**src/core/stmu_pkg.sv**
```systemverilog
// Package for the status transfer and multiply unit: register map, field positions,
// instruction decode helpers and the state record.
// Assumes a 32-bit APB master and instruction words in the processor's native encoding.
package stmu_pkg;
  // ==========================================================================
  // Register map (byte addresses).
  localparam logic [7:0] CTRL_ADDR = 8'h00;
  localparam logic [7:0] INSTR_ADDR = 8'h04;
  localparam logic [7:0] OPA_ADDR = 8'h08;
  localparam logic [7:0] OPS_ADDR = 8'h0C;
  localparam logic [7:0] OPN_ADDR = 8'h10;
  localparam logic [7:0] RESULT_ADDR = 8'h14;
  localparam logic [7:0] STATUS_ADDR = 8'h18;
  localparam logic [7:0] CUR_ADDR = 8'h1C;
  localparam logic [7:0] SAVED_ADDR = 8'h20;
  localparam int CTRL_GO = 0;
  localparam int CTRL_COND = 1;
  // ==========================================================================
  // Status word layout; only twelve bits exist, the rest read as zero.
  localparam logic [31:0] PSR_IMPL = 32'hF00000FF;
  localparam logic [31:0] PSR_FLAGS = 32'hF0000000;
  localparam logic [31:0] PSR_RESET = 32'h000000D3;
  localparam int FLAG_N = 31;
  localparam int FLAG_Z = 30;
  localparam logic [4:0] MODE_USER = 5'h10;
  localparam logic [4:0] MODE_FAST = 5'h11;
  localparam logic [4:0] MODE_IRQ = 5'h12;
  localparam logic [4:0] MODE_SVC = 5'h13;
  localparam logic [4:0] MODE_ABT = 5'h17;
  localparam logic [4:0] MODE_UND = 5'h1B;
  localparam int NUM_SAVED = 5;
  localparam int BOOTH_W = 8;
  localparam int MAX_STEPS = 4;
  // ==========================================================================
  // Instruction fields.
  localparam int B_IMM = 25;
  localparam int B_SAVED = 22;
  localparam int B_ACC = 21;
  localparam int B_WRITE = 21;
  localparam int B_SFLAG = 20;
  localparam int B_FULL = 16;

  typedef enum logic [2:0] {ST_IDLE, ST_STAT, ST_ARRAY, ST_ACCUM, ST_FIN} state_t;

  typedef struct packed {
    state_t st;
    logic [31:0] instr;
    logic [31:0] opa;
    logic [31:0] ops;
    logic [31:0] opn;
    logic cond;
    logic [31:0] result;
    logic res_wr;
    logic done;
    logic [31:0] cur;
    logic [NUM_SAVED-1:0][31:0] saved;
    logic [2:0] step;
    logic [2:0] m;
    logic [2:0] cnt;
    logic pready;
    logic pslverr;
    logic [31:0] prdata;
  } core_state_t;

  // Multiply form: bits 27..22 clear and the 1001 marker in bits 7..4.
  function automatic logic is_mul(input logic [31:0] i);
    return (i[27:22] == 6'h00) && (i[7:4] == 4'h9);
  endfunction : is_mul

  // Status transfer: compare-class opcode (10xx) with the set-flags bit clear.
  function automatic logic is_stat(input logic [31:0] i);
    return (i[27:26] == 2'h0) && (i[24:23] == 2'h2) && !i[B_SFLAG];
  endfunction : is_stat

  // Saved-word bank slot of a mode; out of range for user and system mode.
  function automatic logic [2:0] bank_of(input logic [4:0] mode);
    case (mode)
      MODE_FAST: return 3'h0;
      MODE_IRQ: return 3'h1;
      MODE_SVC: return 3'h2;
      MODE_ABT: return 3'h3;
      MODE_UND: return 3'h4;
      default: return 3'h7;
    endcase
  endfunction : bank_of

  // Array cycles: fewest low bytes above which the multiplier bits are all zero or all one.
  function automatic logic [2:0] m_count(input logic [31:0] v);
    logic [31:0] hi;
    logic [2:0] m;
    m = 3'(MAX_STEPS);
    for (int k = MAX_STEPS - 1; k >= 1; k--) begin
      hi = 32'($signed(v) >>> (BOOTH_W * k));
      if (hi == 32'h0 || hi == 32'hFFFFFFFF) begin
        m = 3'(k);
      end
    end
    return m;
  endfunction : m_count

  // Immediate operand: 8-bit value rotated right by twice the rotate field.
  function automatic logic [31:0] imm_value(input logic [31:0] i);
    logic [63:0] both;
    both = {24'h0, i[7:0], 24'h0, i[7:0]} >> (2 * i[11:8]);
    return both[31:0];
  endfunction : imm_value
endpackage : stmu_pkg

```
**src/core/stmu_core.sv**
```systemverilog
// Status transfer and 32-bit multiply / multiply-accumulate unit with an APB slave.
// Software loads an instruction word and the register values it names, then starts it;
// the result and the destination register number are read back, status words stay here.
//
// The APB slave port and the placing of the registers were chosen for this implementation.
`timescale 1ns/100ps

// Function
// RULE1: Execute only when the condition-pass bit is set; else change nothing.
// RULE2: Decode status read/write in compare-class opcodes with set-flags bit clear.
// RULE3: Status read copies the whole current or saved word into the result.
// RULE4: Flags-only write puts source bits 31..28 into N, Z, C, V.
// RULE5: In user mode only bits 31..28 of the current word change.
// RULE6: Privileged full write replaces the whole current or saved word.
// RULE7: Saved word accessed is the copy of the mode active now.
// RULE8: Software never alters the instruction-set state bit through a write.
// RULE9: Software never names R15 nor touches a saved word in user mode.
// RULE10: Only twelve status bits exist; reserved bits read zero.
// RULE11: Software changes control bits by read-modify-write, ignoring reserved bits.
// RULE12: Every status transfer completes in one cycle.
// RULE13: Multiplier consumes eight multiplier bits per array cycle.
// RULE14: Plain multiply writes low 32 product bits, ignoring the accumulate operand.
// RULE15: Multiply-accumulate writes low 32 bits of product plus accumulate operand.
// RULE16: One result serves signed and unsigned operands alike.
// RULE17: Software avoids Rd equal to Rm and R15 in multiplies.
// RULE18: Multiply with set-flags sets N, Z; carry unspecified; overflow kept.
// RULE19: Multiply takes 1+m cycles, multiply-accumulate 1+m+1.
// RULE20: m is 1, 2, 3 by uniform top bits, else 4.
// RULE21: Forbidden register combinations are not detected or trapped.
module stmu_core (
  input wire logic clk_i,
  input wire logic rst_i,
  input wire logic psel_i,
  input wire logic penable_i,
  input wire logic pwrite_i,
  input wire logic [7:0] paddr_i,
  input wire logic [31:0] pwdata_i,
  output logic [31:0] prdata_o,
  output logic pready_o,
  output logic pslverr_o
);
  import stmu_pkg::*;

  core_state_t q;
  core_state_t d;
  logic access;
  logic commit;
  logic go;
  logic user;
  logic [2:0] bank;
  logic bank_ok;
  logic [31:0] src;
  logic [31:0] digit;
  logic [7:0] byte_v;
  logic last;
  logic [31:0] rdata;
  logic mapped;

  // ==========================================================================
  // Bus decode. A write lands on the edge at which pready is seen high.
  always_comb begin
    access = psel_i && penable_i && !q.pready;
    commit = psel_i && penable_i && q.pready && pwrite_i;
    go = commit && (paddr_i == CTRL_ADDR) && pwdata_i[CTRL_GO] && (q.st == ST_IDLE);
    user = (q.cur[4:0] == MODE_USER);
    bank = bank_of(q.cur[4:0]); // RULE7
    bank_ok = (bank < 3'(NUM_SAVED));
    src = q.instr[B_IMM] ? imm_value(q.instr) : q.opa;
    byte_v = q.ops[BOOTH_W * q.step +: BOOTH_W];
    last = (q.step == q.m - 3'h1);
    // The top step takes the whole sign-filled remainder of the multiplier, so a stop after
    // fewer steps is still exact even when bit 7 of that byte differs from the fill. RULE13 RULE16
    digit = last ? 32'($signed(q.ops) >>> (BOOTH_W * q.step)) : {24'h0, byte_v};
  end

  // Read mux; unused addresses answer with an error and zero data.
  always_comb begin
    mapped = 1'b1;
    case (paddr_i)
      CTRL_ADDR: rdata = {30'h0, q.cond, 1'b0};
      INSTR_ADDR: rdata = q.instr;
      OPA_ADDR: rdata = q.opa;
      OPS_ADDR: rdata = q.ops;
      OPN_ADDR: rdata = q.opn;
      RESULT_ADDR: rdata = q.result;
      STATUS_ADDR: rdata = {16'h0, q.instr[15:12], q.instr[19:16], 1'b0, q.cnt, 1'b0,
                            q.res_wr, q.done, (q.st != ST_IDLE)};
      CUR_ADDR: rdata = q.cur;
      SAVED_ADDR: rdata = bank_ok ? q.saved[bank] : 32'h0;
      default: begin
        rdata = 32'h0;
        mapped = 1'b0;
      end
    endcase
  end

  // ==========================================================================
  // Next state of the whole unit.
  always_comb begin
    d = q;
    d.pready = access;
    d.pslverr = access && !mapped;
    d.prdata = access ? rdata : 32'h0;
    // Operand loads are refused while busy so a running operation stays coherent.
    if (commit && q.st == ST_IDLE) begin
      case (paddr_i)
        CTRL_ADDR: d.cond = pwdata_i[CTRL_COND];
        INSTR_ADDR: d.instr = pwdata_i;
        OPA_ADDR: d.opa = pwdata_i;
        OPS_ADDR: d.ops = pwdata_i;
        OPN_ADDR: d.opn = pwdata_i;
        CUR_ADDR: d.cur = pwdata_i & PSR_IMPL; // RULE10
        SAVED_ADDR: begin
          if (bank_ok) begin
            d.saved[bank] = pwdata_i & PSR_IMPL;
          end
        end
        default: d.cond = q.cond;
      endcase
    end
    case (q.st)
      ST_IDLE: begin
        if (go) begin
          d.done = 1'b0;
          d.res_wr = 1'b0;
          d.cnt = 3'h0;
          if (!q.cond) begin
            d.done = 1'b1; // RULE1
          end else if (is_mul(q.instr)) begin
            // Register numbers are never checked; illegal pairings simply run. RULE21
            d.st = ST_ARRAY;
            d.m = m_count(q.ops); // RULE20
            d.step = 3'h0;
            d.result = 32'h0;
          end else if (is_stat(q.instr)) begin
            d.st = ST_STAT; // RULE2
          end else begin
            d.done = 1'b1;
          end
        end
      end
      ST_STAT: begin
        // Single cycle for either direction. RULE12
        d.st = ST_IDLE;
        d.done = 1'b1;
        if (!q.instr[B_WRITE]) begin
          d.res_wr = 1'b1;
          // No saved word exists in user or system mode; zero comes back. RULE3 RULE9
          d.result = q.instr[B_SAVED] ? (bank_ok ? q.saved[bank] : 32'h0) : q.cur;
        end else if (q.instr[B_SAVED]) begin
          if (bank_ok) begin
            d.saved[bank] = q.instr[B_FULL] ? (src & PSR_IMPL) // RULE6
                : ((q.saved[bank] & ~PSR_FLAGS) | (src & PSR_FLAGS)); // RULE4
          end
        end else if (q.instr[B_FULL] && !user) begin
          d.cur = src & PSR_IMPL; // RULE6
        end else begin
          d.cur = (q.cur & ~PSR_FLAGS) | (src & PSR_FLAGS); // RULE4 RULE5
        end
      end
      ST_ARRAY: begin
        d.result = q.result + 32'(q.opa * (digit << (BOOTH_W * q.step))); // RULE13
        d.step = q.step + 3'h1;
        d.cnt = q.cnt + 3'h1;
        if (last) begin
          d.st = q.instr[B_ACC] ? ST_ACCUM : ST_FIN; // RULE19
        end
      end
      ST_ACCUM: begin
        d.result = q.result + q.opn; // RULE15
        d.cnt = q.cnt + 3'h1;
        d.st = ST_FIN;
      end
      ST_FIN: begin
        // Carry keeps its old value, which is as good as any. RULE18
        d.st = ST_IDLE;
        d.done = 1'b1;
        d.res_wr = 1'b1; // RULE14
        if (q.instr[B_SFLAG]) begin
          d.cur[FLAG_N] = q.result[31];
          d.cur[FLAG_Z] = (q.result == 32'h0);
        end
      end
      default: d.st = ST_IDLE;
    endcase
  end

  // ==========================================================================
  // State register.
  always_ff @(posedge clk_i or posedge rst_i) begin
    if (rst_i) begin
      q <= '0;
      q.cur <= PSR_RESET;
    end else begin
      q <= d;
    end
  end

  assign prdata_o = q.prdata;
  assign pready_o = q.pready;
  assign pslverr_o = q.pslverr;

  // ==========================================================================
  // Checks.
  chk_cond_skip: assert property (@(posedge clk_i) disable iff (rst_i) // RULE1
    (go && !q.cond) |=> (q.st == ST_IDLE) && q.done && $stable(q.cur) && $stable(q.saved))
    else $error("failed condition still changed state");

  chk_stat_single: assert property (@(posedge clk_i) disable iff (rst_i) // RULE12
    (go && q.cond && is_stat(q.instr)) |=> (q.st == ST_STAT) ##1 (q.st == ST_IDLE && q.done))
    else $error("status transfer did not finish in one cycle");

  chk_read_copy: assert property (@(posedge clk_i) disable iff (rst_i) // RULE3
    (q.st == ST_STAT && !q.instr[B_WRITE] && !q.instr[B_SAVED]) |=> q.result == $past(q.cur))
    else $error("status read did not copy the current word");

  chk_user_guard: assert property (@(posedge clk_i) disable iff (rst_i) // RULE5
    (q.st == ST_STAT && q.instr[B_WRITE] && user) |=> q.cur[27:0] == $past(q.cur[27:0]))
    else $error("control bits changed in user mode");

  chk_flag_view: assert property (@(posedge clk_i) disable iff (rst_i) // RULE4
    (q.st == ST_STAT && q.instr[B_WRITE] && !q.instr[B_SAVED] && !q.instr[B_FULL])
    |=> q.cur[31:28] == $past(src[31:28]) && q.cur[7:0] == $past(q.cur[7:0]))
    else $error("flags-only write wrong");

  chk_mul_len: assert property (@(posedge clk_i) disable iff (rst_i) // RULE19 RULE20
    (q.st == ST_FIN) |-> q.cnt == q.m + {2'h0, q.instr[B_ACC]} && q.m == m_count(q.ops))
    else $error("multiply cycle count wrong");

  chk_mul_value: assert property (@(posedge clk_i) disable iff (rst_i) // RULE14 RULE15
    (q.st == ST_FIN) |-> q.result == 32'(q.opa * q.ops + (q.instr[B_ACC] ? q.opn : 32'h0)))
    else $error("multiply result wrong");

  chk_mul_flags: assert property (@(posedge clk_i) disable iff (rst_i) // RULE18
    (q.st == ST_FIN && q.instr[B_SFLAG]) |=> q.cur[FLAG_N] == q.result[31]
    && q.cur[FLAG_Z] == (q.result == 32'h0) && q.cur[28] == $past(q.cur[28]))
    else $error("multiply flags wrong");

  chk_bus_answer: assert property (@(posedge clk_i) disable iff (rst_i)
    (psel_i && penable_i && !q.pready) |=> q.pready)
    else $error("bus answer late");

  // Bus handshake: a one-cycle answer, and an error only alongside it.
  chk_bus_pulse: assert property (@(posedge clk_i) disable iff (rst_i)
    q.pready |=> !q.pready)
    else $error("ready stood longer than one cycle");

  chk_bus_error: assert property (@(posedge clk_i) disable iff (rst_i)
    q.pslverr |-> q.pready)
    else $error("error flag without ready");

  // Status word guards; the bank is always the slot of the live mode.
  chk_saved_guard: assert property (@(posedge clk_i) disable iff (rst_i) // RULE7
    (q.st == ST_STAT && q.instr[B_WRITE] && q.instr[B_SAVED] && !bank_ok)
    |=> $stable(q.saved) && $stable(q.cur))
    else $error("saved word written with no bank");

  chk_priv_full: assert property (@(posedge clk_i) disable iff (rst_i) // RULE6
    (q.st == ST_STAT && q.instr[B_WRITE] && !q.instr[B_SAVED] && q.instr[B_FULL] && !user)
    |=> q.cur == ($past(src) & PSR_IMPL))
    else $error("privileged full write did not replace the word");

  chk_saved_full: assert property (@(posedge clk_i) disable iff (rst_i) // RULE6 RULE7
    (q.st == ST_STAT && q.instr[B_WRITE] && q.instr[B_SAVED] && q.instr[B_FULL] && bank_ok)
    |=> q.saved[$past(bank)] == ($past(src) & PSR_IMPL))
    else $error("full write of the saved word wrong");

  chk_saved_read: assert property (@(posedge clk_i) disable iff (rst_i) // RULE3 RULE7
    (q.st == ST_STAT && !q.instr[B_WRITE] && q.instr[B_SAVED] && bank_ok)
    |=> q.result == $past(q.saved[bank]))
    else $error("status read did not copy the saved word");

  chk_reserved_zero: assert property (@(posedge clk_i) disable iff (rst_i) // RULE10
    (q.cur & ~PSR_IMPL) == 32'h0
    && (!bank_ok || (q.saved[bank] & ~PSR_IMPL) == 32'h0))
    else $error("reserved status bit set");

  chk_stat_noresult: assert property (@(posedge clk_i) disable iff (rst_i) // RULE12
    (q.st == ST_STAT && q.instr[B_WRITE])
    |=> !q.res_wr && $stable(q.result))
    else $error("status write produced a result");

  // Multiply path: entry, stepping, accumulate and flag handling.
  chk_mul_enter: assert property (@(posedge clk_i) disable iff (rst_i) // RULE20
    (go && q.cond && is_mul(q.instr))
    |=> q.st == ST_ARRAY && q.step == 3'h0 && q.m == m_count(q.ops))
    else $error("multiply started wrongly");

  chk_array_step: assert property (@(posedge clk_i) disable iff (rst_i) // RULE13
    (q.st == ST_ARRAY && !last)
    |=> q.st == ST_ARRAY && q.step == $past(q.step) + 3'h1)
    else $error("array step skipped");

  chk_accum_once: assert property (@(posedge clk_i) disable iff (rst_i) // RULE14 RULE15
    (q.st == ST_ACCUM) |-> q.instr[B_ACC]
    ##1 (q.st == ST_FIN))
    else $error("accumulate step misplaced");

  chk_plain_flags: assert property (@(posedge clk_i) disable iff (rst_i) // RULE18
    (q.st == ST_FIN && !q.instr[B_SFLAG])
    |=> $stable(q.cur))
    else $error("flags changed without set-flags");

  chk_mul_time: assert property (@(posedge clk_i) disable iff (rst_i) // RULE19
    (go && q.cond && is_mul(q.instr))
    |-> ##[3:7] q.done)
    else $error("multiply did not finish in time");
endmodule : stmu_core

```
**config.mk**
```make
export PLATFORM = sky130hd
export DESIGN_NAME = stmu_core
export DESIGN_NICKNAME = d
export VERILOG_FILES = /design/src/core/stmu_pkg.sv /design/src/core/stmu_core.sv
export SDC_FILE = /design/constraint.sdc
export NUM_CORES = 2
export LEC_CHECK = 0
export BUFFER_PORTS_ARGS = -buffer_cell sky130_fd_sc_hd__clkbuf_2
export CORE_MARGIN = 2
export CORE_UTILIZATION = 59
export DETAILED_ROUTE_END_ITERATION = 16
export PLACE_DENSITY = 0.76
export SYNTH_ARGS = -nofsm -noshare
export SYNTH_HDL_FRONTEND = slang
export SYNTH_SLANG_ARGS = --single-unit
```
**constraint.sdc**
```tcl
create_clock -name clk_i -period 12.3 [get_ports clk_i]
set_clock_uncertainty 0.05 [all_clocks]
set_input_delay 1.23 -clock clk_i [delete_from_list [all_inputs] [get_ports clk_i]]
set_output_delay 1.23 -clock clk_i [all_outputs]
set_load 0.01 [all_outputs]
```
==> results.py <==
metrics = {
    "sta": {
        "period_share_pct": 85.2,
        "max_freq_mhz": 95.4,
        "slew_headroom_pct": 11.2,
        "grt_setup_unrepaired": "no",
        "tns_ns": 0,
        "drv_slew": 0,
        "hold_viol": 0,
        "worst_slew_pin_slew_ns": 1.32,
        "period_minus_slack_ns": 10.48,
        "hold_slack_ns": 0.450,
        "setup_violations": 0,
    },
    "setup_path": {
        "reg2reg_from": "q[41]",
        "crit_fanout": 23,
        "critPathSlowestCell": "dfrtp_1",
        "rrSetupSlack_ns": 1.82,
        "arrival_ns": 10.81,
        "cpPeakStageDelay_ns": 0.87,
        "end_kind": "flip-flop",
        "crit_type": "reg -> reg",
        "r2r.worst_path.cells": 32,
        "required_ns": 12.63,
        "cpMostUsedCell": "fa_1",
        "r2r-end": "q[268]",
        "cp-start-kind": "flip-flop",
    },
    "final_layout": {
        "drive_gt1_share_pct": 10.5,
        "num_antenna_cells": 0,
        "finalNonFillerCells": 4892,
        "layout_commonest_cell": "inv_1",
        "post-route-util_pct": 63.1,
        "synthToLayoutAreaGrowth_pct": 5.71,
        "layout_common_cells": "inv_1 (516), fa_1 (439), dfrtp_1 (393)",
        "final_nets": 4650,
    },
    "detailed_routing": {
        "final_antenna_net_count": 0,
        "vias_per_cell": 6.41,
        "drtPass1Iterations": 9,
        "drc": 0,
        "wl_per_cell_um": 25.0,
        "wl_um": 122000,
        "vias": 31300,
        "drt_iter0_markers": 3306,
    },
    "grt": {
        "met3_usage_pct": 6.91,
        "grt_pass1_wl_um": 190000,
        "grtUsageMet1_pct": 49.2,
        "antenna_found_initial": 3,
        "grt_use_met2_pct": 57.8,
        "grt_pass1_vias": 31900,
        "grt_usage_pct": 37.0,
        "busiest_layer": "met2",
        "grt_max_degree": 154,
        "grt-ovfl-total": 0,
    },
    "placement": {
        "port_buffers": 78,
        "dp.cells": 4822,
        "globalplace.congestion": 0.974,
        "place_hpwl_um": 88700,
    },
    "clock_network": {
        "h-tree-depth": 2,
        "cts_buffer_depth": 3,
        "cts_sinks": 401,
        "ctsRootBufferMaster": "clkbuf_16",
        "postCtsResizedCells": 0,
        "clkLatencyLatePin_ns": 0.55,
        "hold_buffers": 0,
        "clk_pin_slew_ns": 0.07,
        "post_cts_buffers": 0,
        "cts_buffers": 39,
        "tritoncts": "done",
    },
    "logic_synthesis": {
        "ys_seq_area_share_pct": 26.0,
        "syn_inst": 4117,
        "synth_area_mm2": 0.0386,
        "syn_nets": 4759,
        "yosys_warnings": 0,
        "synth.avg_cell_area_um2": 9.36,
        "async_flop_share_pct": 100,
        "synth_cell_type_count": 82,
        "synth_ff_type": "dfrtp_1",
        "synth-edff-count": 0,
        "synth_seq_cells": 401,
    },
    "pwr": {
        "p_clk_share_pct": 48.2,
        "ir_drop_v": 0.000127,
        "switchingPower_uw": 585,
        "p_seq_share_pct": 49.4,
        "internal-power_mw": 2.09,
        "power_density_mw_per_mm2": 65.7,
        "power_frac_comb_pct": 2.4,
        "switching_share_pct": 21.8,
        "p_leak_nw": 19.2,
    },
    "floorplan": {
        "die_x_um": 260,
        "die_h_um": 260,
        "io_pins": 79,
        "dieArea_mm2": 0.0674,
        "fp-row-count": 93,
        "start_util_pct": 59.7,
        "placeableCoreArea_mm2": 0.0646,
    },
    "min_path": {
        "hold_class": "reg -> reg",
        "hold-path-cell-count": 2,
        "min_from": "q[189]",
        "min_to": "q[189]",
    },
    "outcome": {
        "status": "complete, no violations",
    },
    "run": {
        "drv_cap": 0,
    },
}
routing by layer:
layer  part of all wire (%)  vias to the layer above  routed length (µm)
met4                    6.4                        4                7790
met1                     38                    15700               47000
met5                  0.018                        -                  22
met2                     45                     1796               55300
met3                    9.9                      462               12100
li1                       -                    13400                   -
power by group through the flow:
stage | clock network (mW) | registers, mW | logic (mW)
6_report | 1.29 | 1.32 | 0.0631
5_1_grt | 1.35 | 1.32 | 0.0699
4_1_cts | 1.30 | 1.32 | 0.0636
3_5_place_dp | 0 | 1.35 | 0.0636
3_3_place_gp | 0 | 1.35 | 0.0633
2_1_floorplan | 0 | 1.35 | 0.0338
synthesized netlist by cell type (4+ instances only):
master | n | area share [%]
inv_1 | 517 | 5.0
a222oi_1 | 17 | 0.44
clkbuf_1 | 237 | 2.3
a22oi_1 | 40 | 0.78
a21oi_1 | 157 | 2.0
nand3b_1 | 6 | 0.12
buf_4 | 35 | 0.68
o21a_1 | 10 | 0.19
nor2_1 | 171 | 1.7
a21o_1 | 34 | 0.66
nand3_1 | 120 | 1.6
a221oi_1 | 35 | 0.80
o22ai_1 | 83 | 1.3
xnor3_1 | 7 | 0.41
dfrtp_1 | 396 | 26
o21ai_1 | 4 | 0.052
nand4_1 | 19 | 0.31
dfstp_2 | 5 | 0.34
nand2_1 | 377 | 3.7
o211ai_1 | 12 | 0.23
nor2b_1 | 34 | 0.55
xor2_1 | 30 | 0.68
a211oi_1 | 5 | 0.097
a31oi_1 | 47 | 0.76
ha_1 | 158 | 5.1
fa_1 | 439 | 23
o21ai_0 | 200 | 2.6
mux2i_1 | 84 | 2.2
and2_1 | 254 | 4.1
nor4_1 | 41 | 0.67
buf_1 | 15 | 0.15
nand2b_1 | 44 | 0.71
a22o_1 | 37 | 0.84
buf_2 | 13 | 0.17
or3_1 | 6 | 0.097
o21bai_1 | 9 | 0.18
o221ai_1 | 5 | 0.11
xnor2_1 | 72 | 1.6
nor3b_1 | 11 | 0.21
o31ai_1 | 5 | 0.097
mux2_2 | 152 | 4.4
o2bb2ai_1 | 7 | 0.16
and3_1 | 80 | 1.3
a211o_1 | 4 | 0.091
nor3_1 | 21 | 0.27
state kept, by name, summed over array words and instances (netlist names):
signal     count
pslverr_o      1
prdata_o      32
pready_o       1
q            367
cell families (layout without fill, tap and decap cells):
family / Yosys count / after routing / synth area share (%)
adders and majority gates: 597 / 597 / 27.9
xor gates and xnor gates: 110 / 110 / 2.77
and+or+nand+nor: 1198 / 1198 / 15.5
AOI/OAI and AO/OA: 753 / 753 / 12.5
DFF: 401 / 401 / 26.0
muxes: 239 / 239 / 6.80
buffers and inverters: 819 / 739 / 8.38
critical path, delay by kind of cell (launching register included):
kind            cells  cell delay [ns]
flops               1             0.87
simple gates        5             1.26
fa+ha+maj           9             4.19
xor+xnor            2             0.46
compound gates      9             3.10
buf+inv             7             0.38
layout make-up:
| class | instances | area, µm² |
|---|---|---|
| Clock buffer | 54 | 1110 |
| Clock inverter | 16 | 245 |
| Fill cell | 5400 | 23800 |
| Inverter | 518 | 1950 |
| Multi-Input combinational cell | 2897 | 25400 |
| Sequential cell | 401 | 10000 |
| Tap cell | 855 | 1070 |
| Timing Repair Buffer | 151 | 951 |
stage by stage:
| stage | cell area [µm²] | power, mW | worst slack (ns) |
|---|---|---|---|
| final | 40800 | 2.68 | 1.82 |
| after global routing | 40800 | 2.75 | 1.22 |
| after detailed placement | 39400 | 1.41 | 2.00 |
| after CTS | 40800 | 2.69 | 1.94 |
| after floorplan | 38600 | 1.38 | 3.54 |
| after global placement | 39400 | 1.41 | 2.14 |
worst max-delay path by stage:
stage               endpoint   from  depth (start not counted)
detailed placement    q[265]  q[41]                         30
CTS                   q[265]  q[41]                         30
global placement      q[265]  q[41]                         30
floorplan             q[265]  q[37]                         36
finish                q[268]  q[41]                         32
global route          q[265]  q[41]                         29
(Power assumes the default switching activity.)
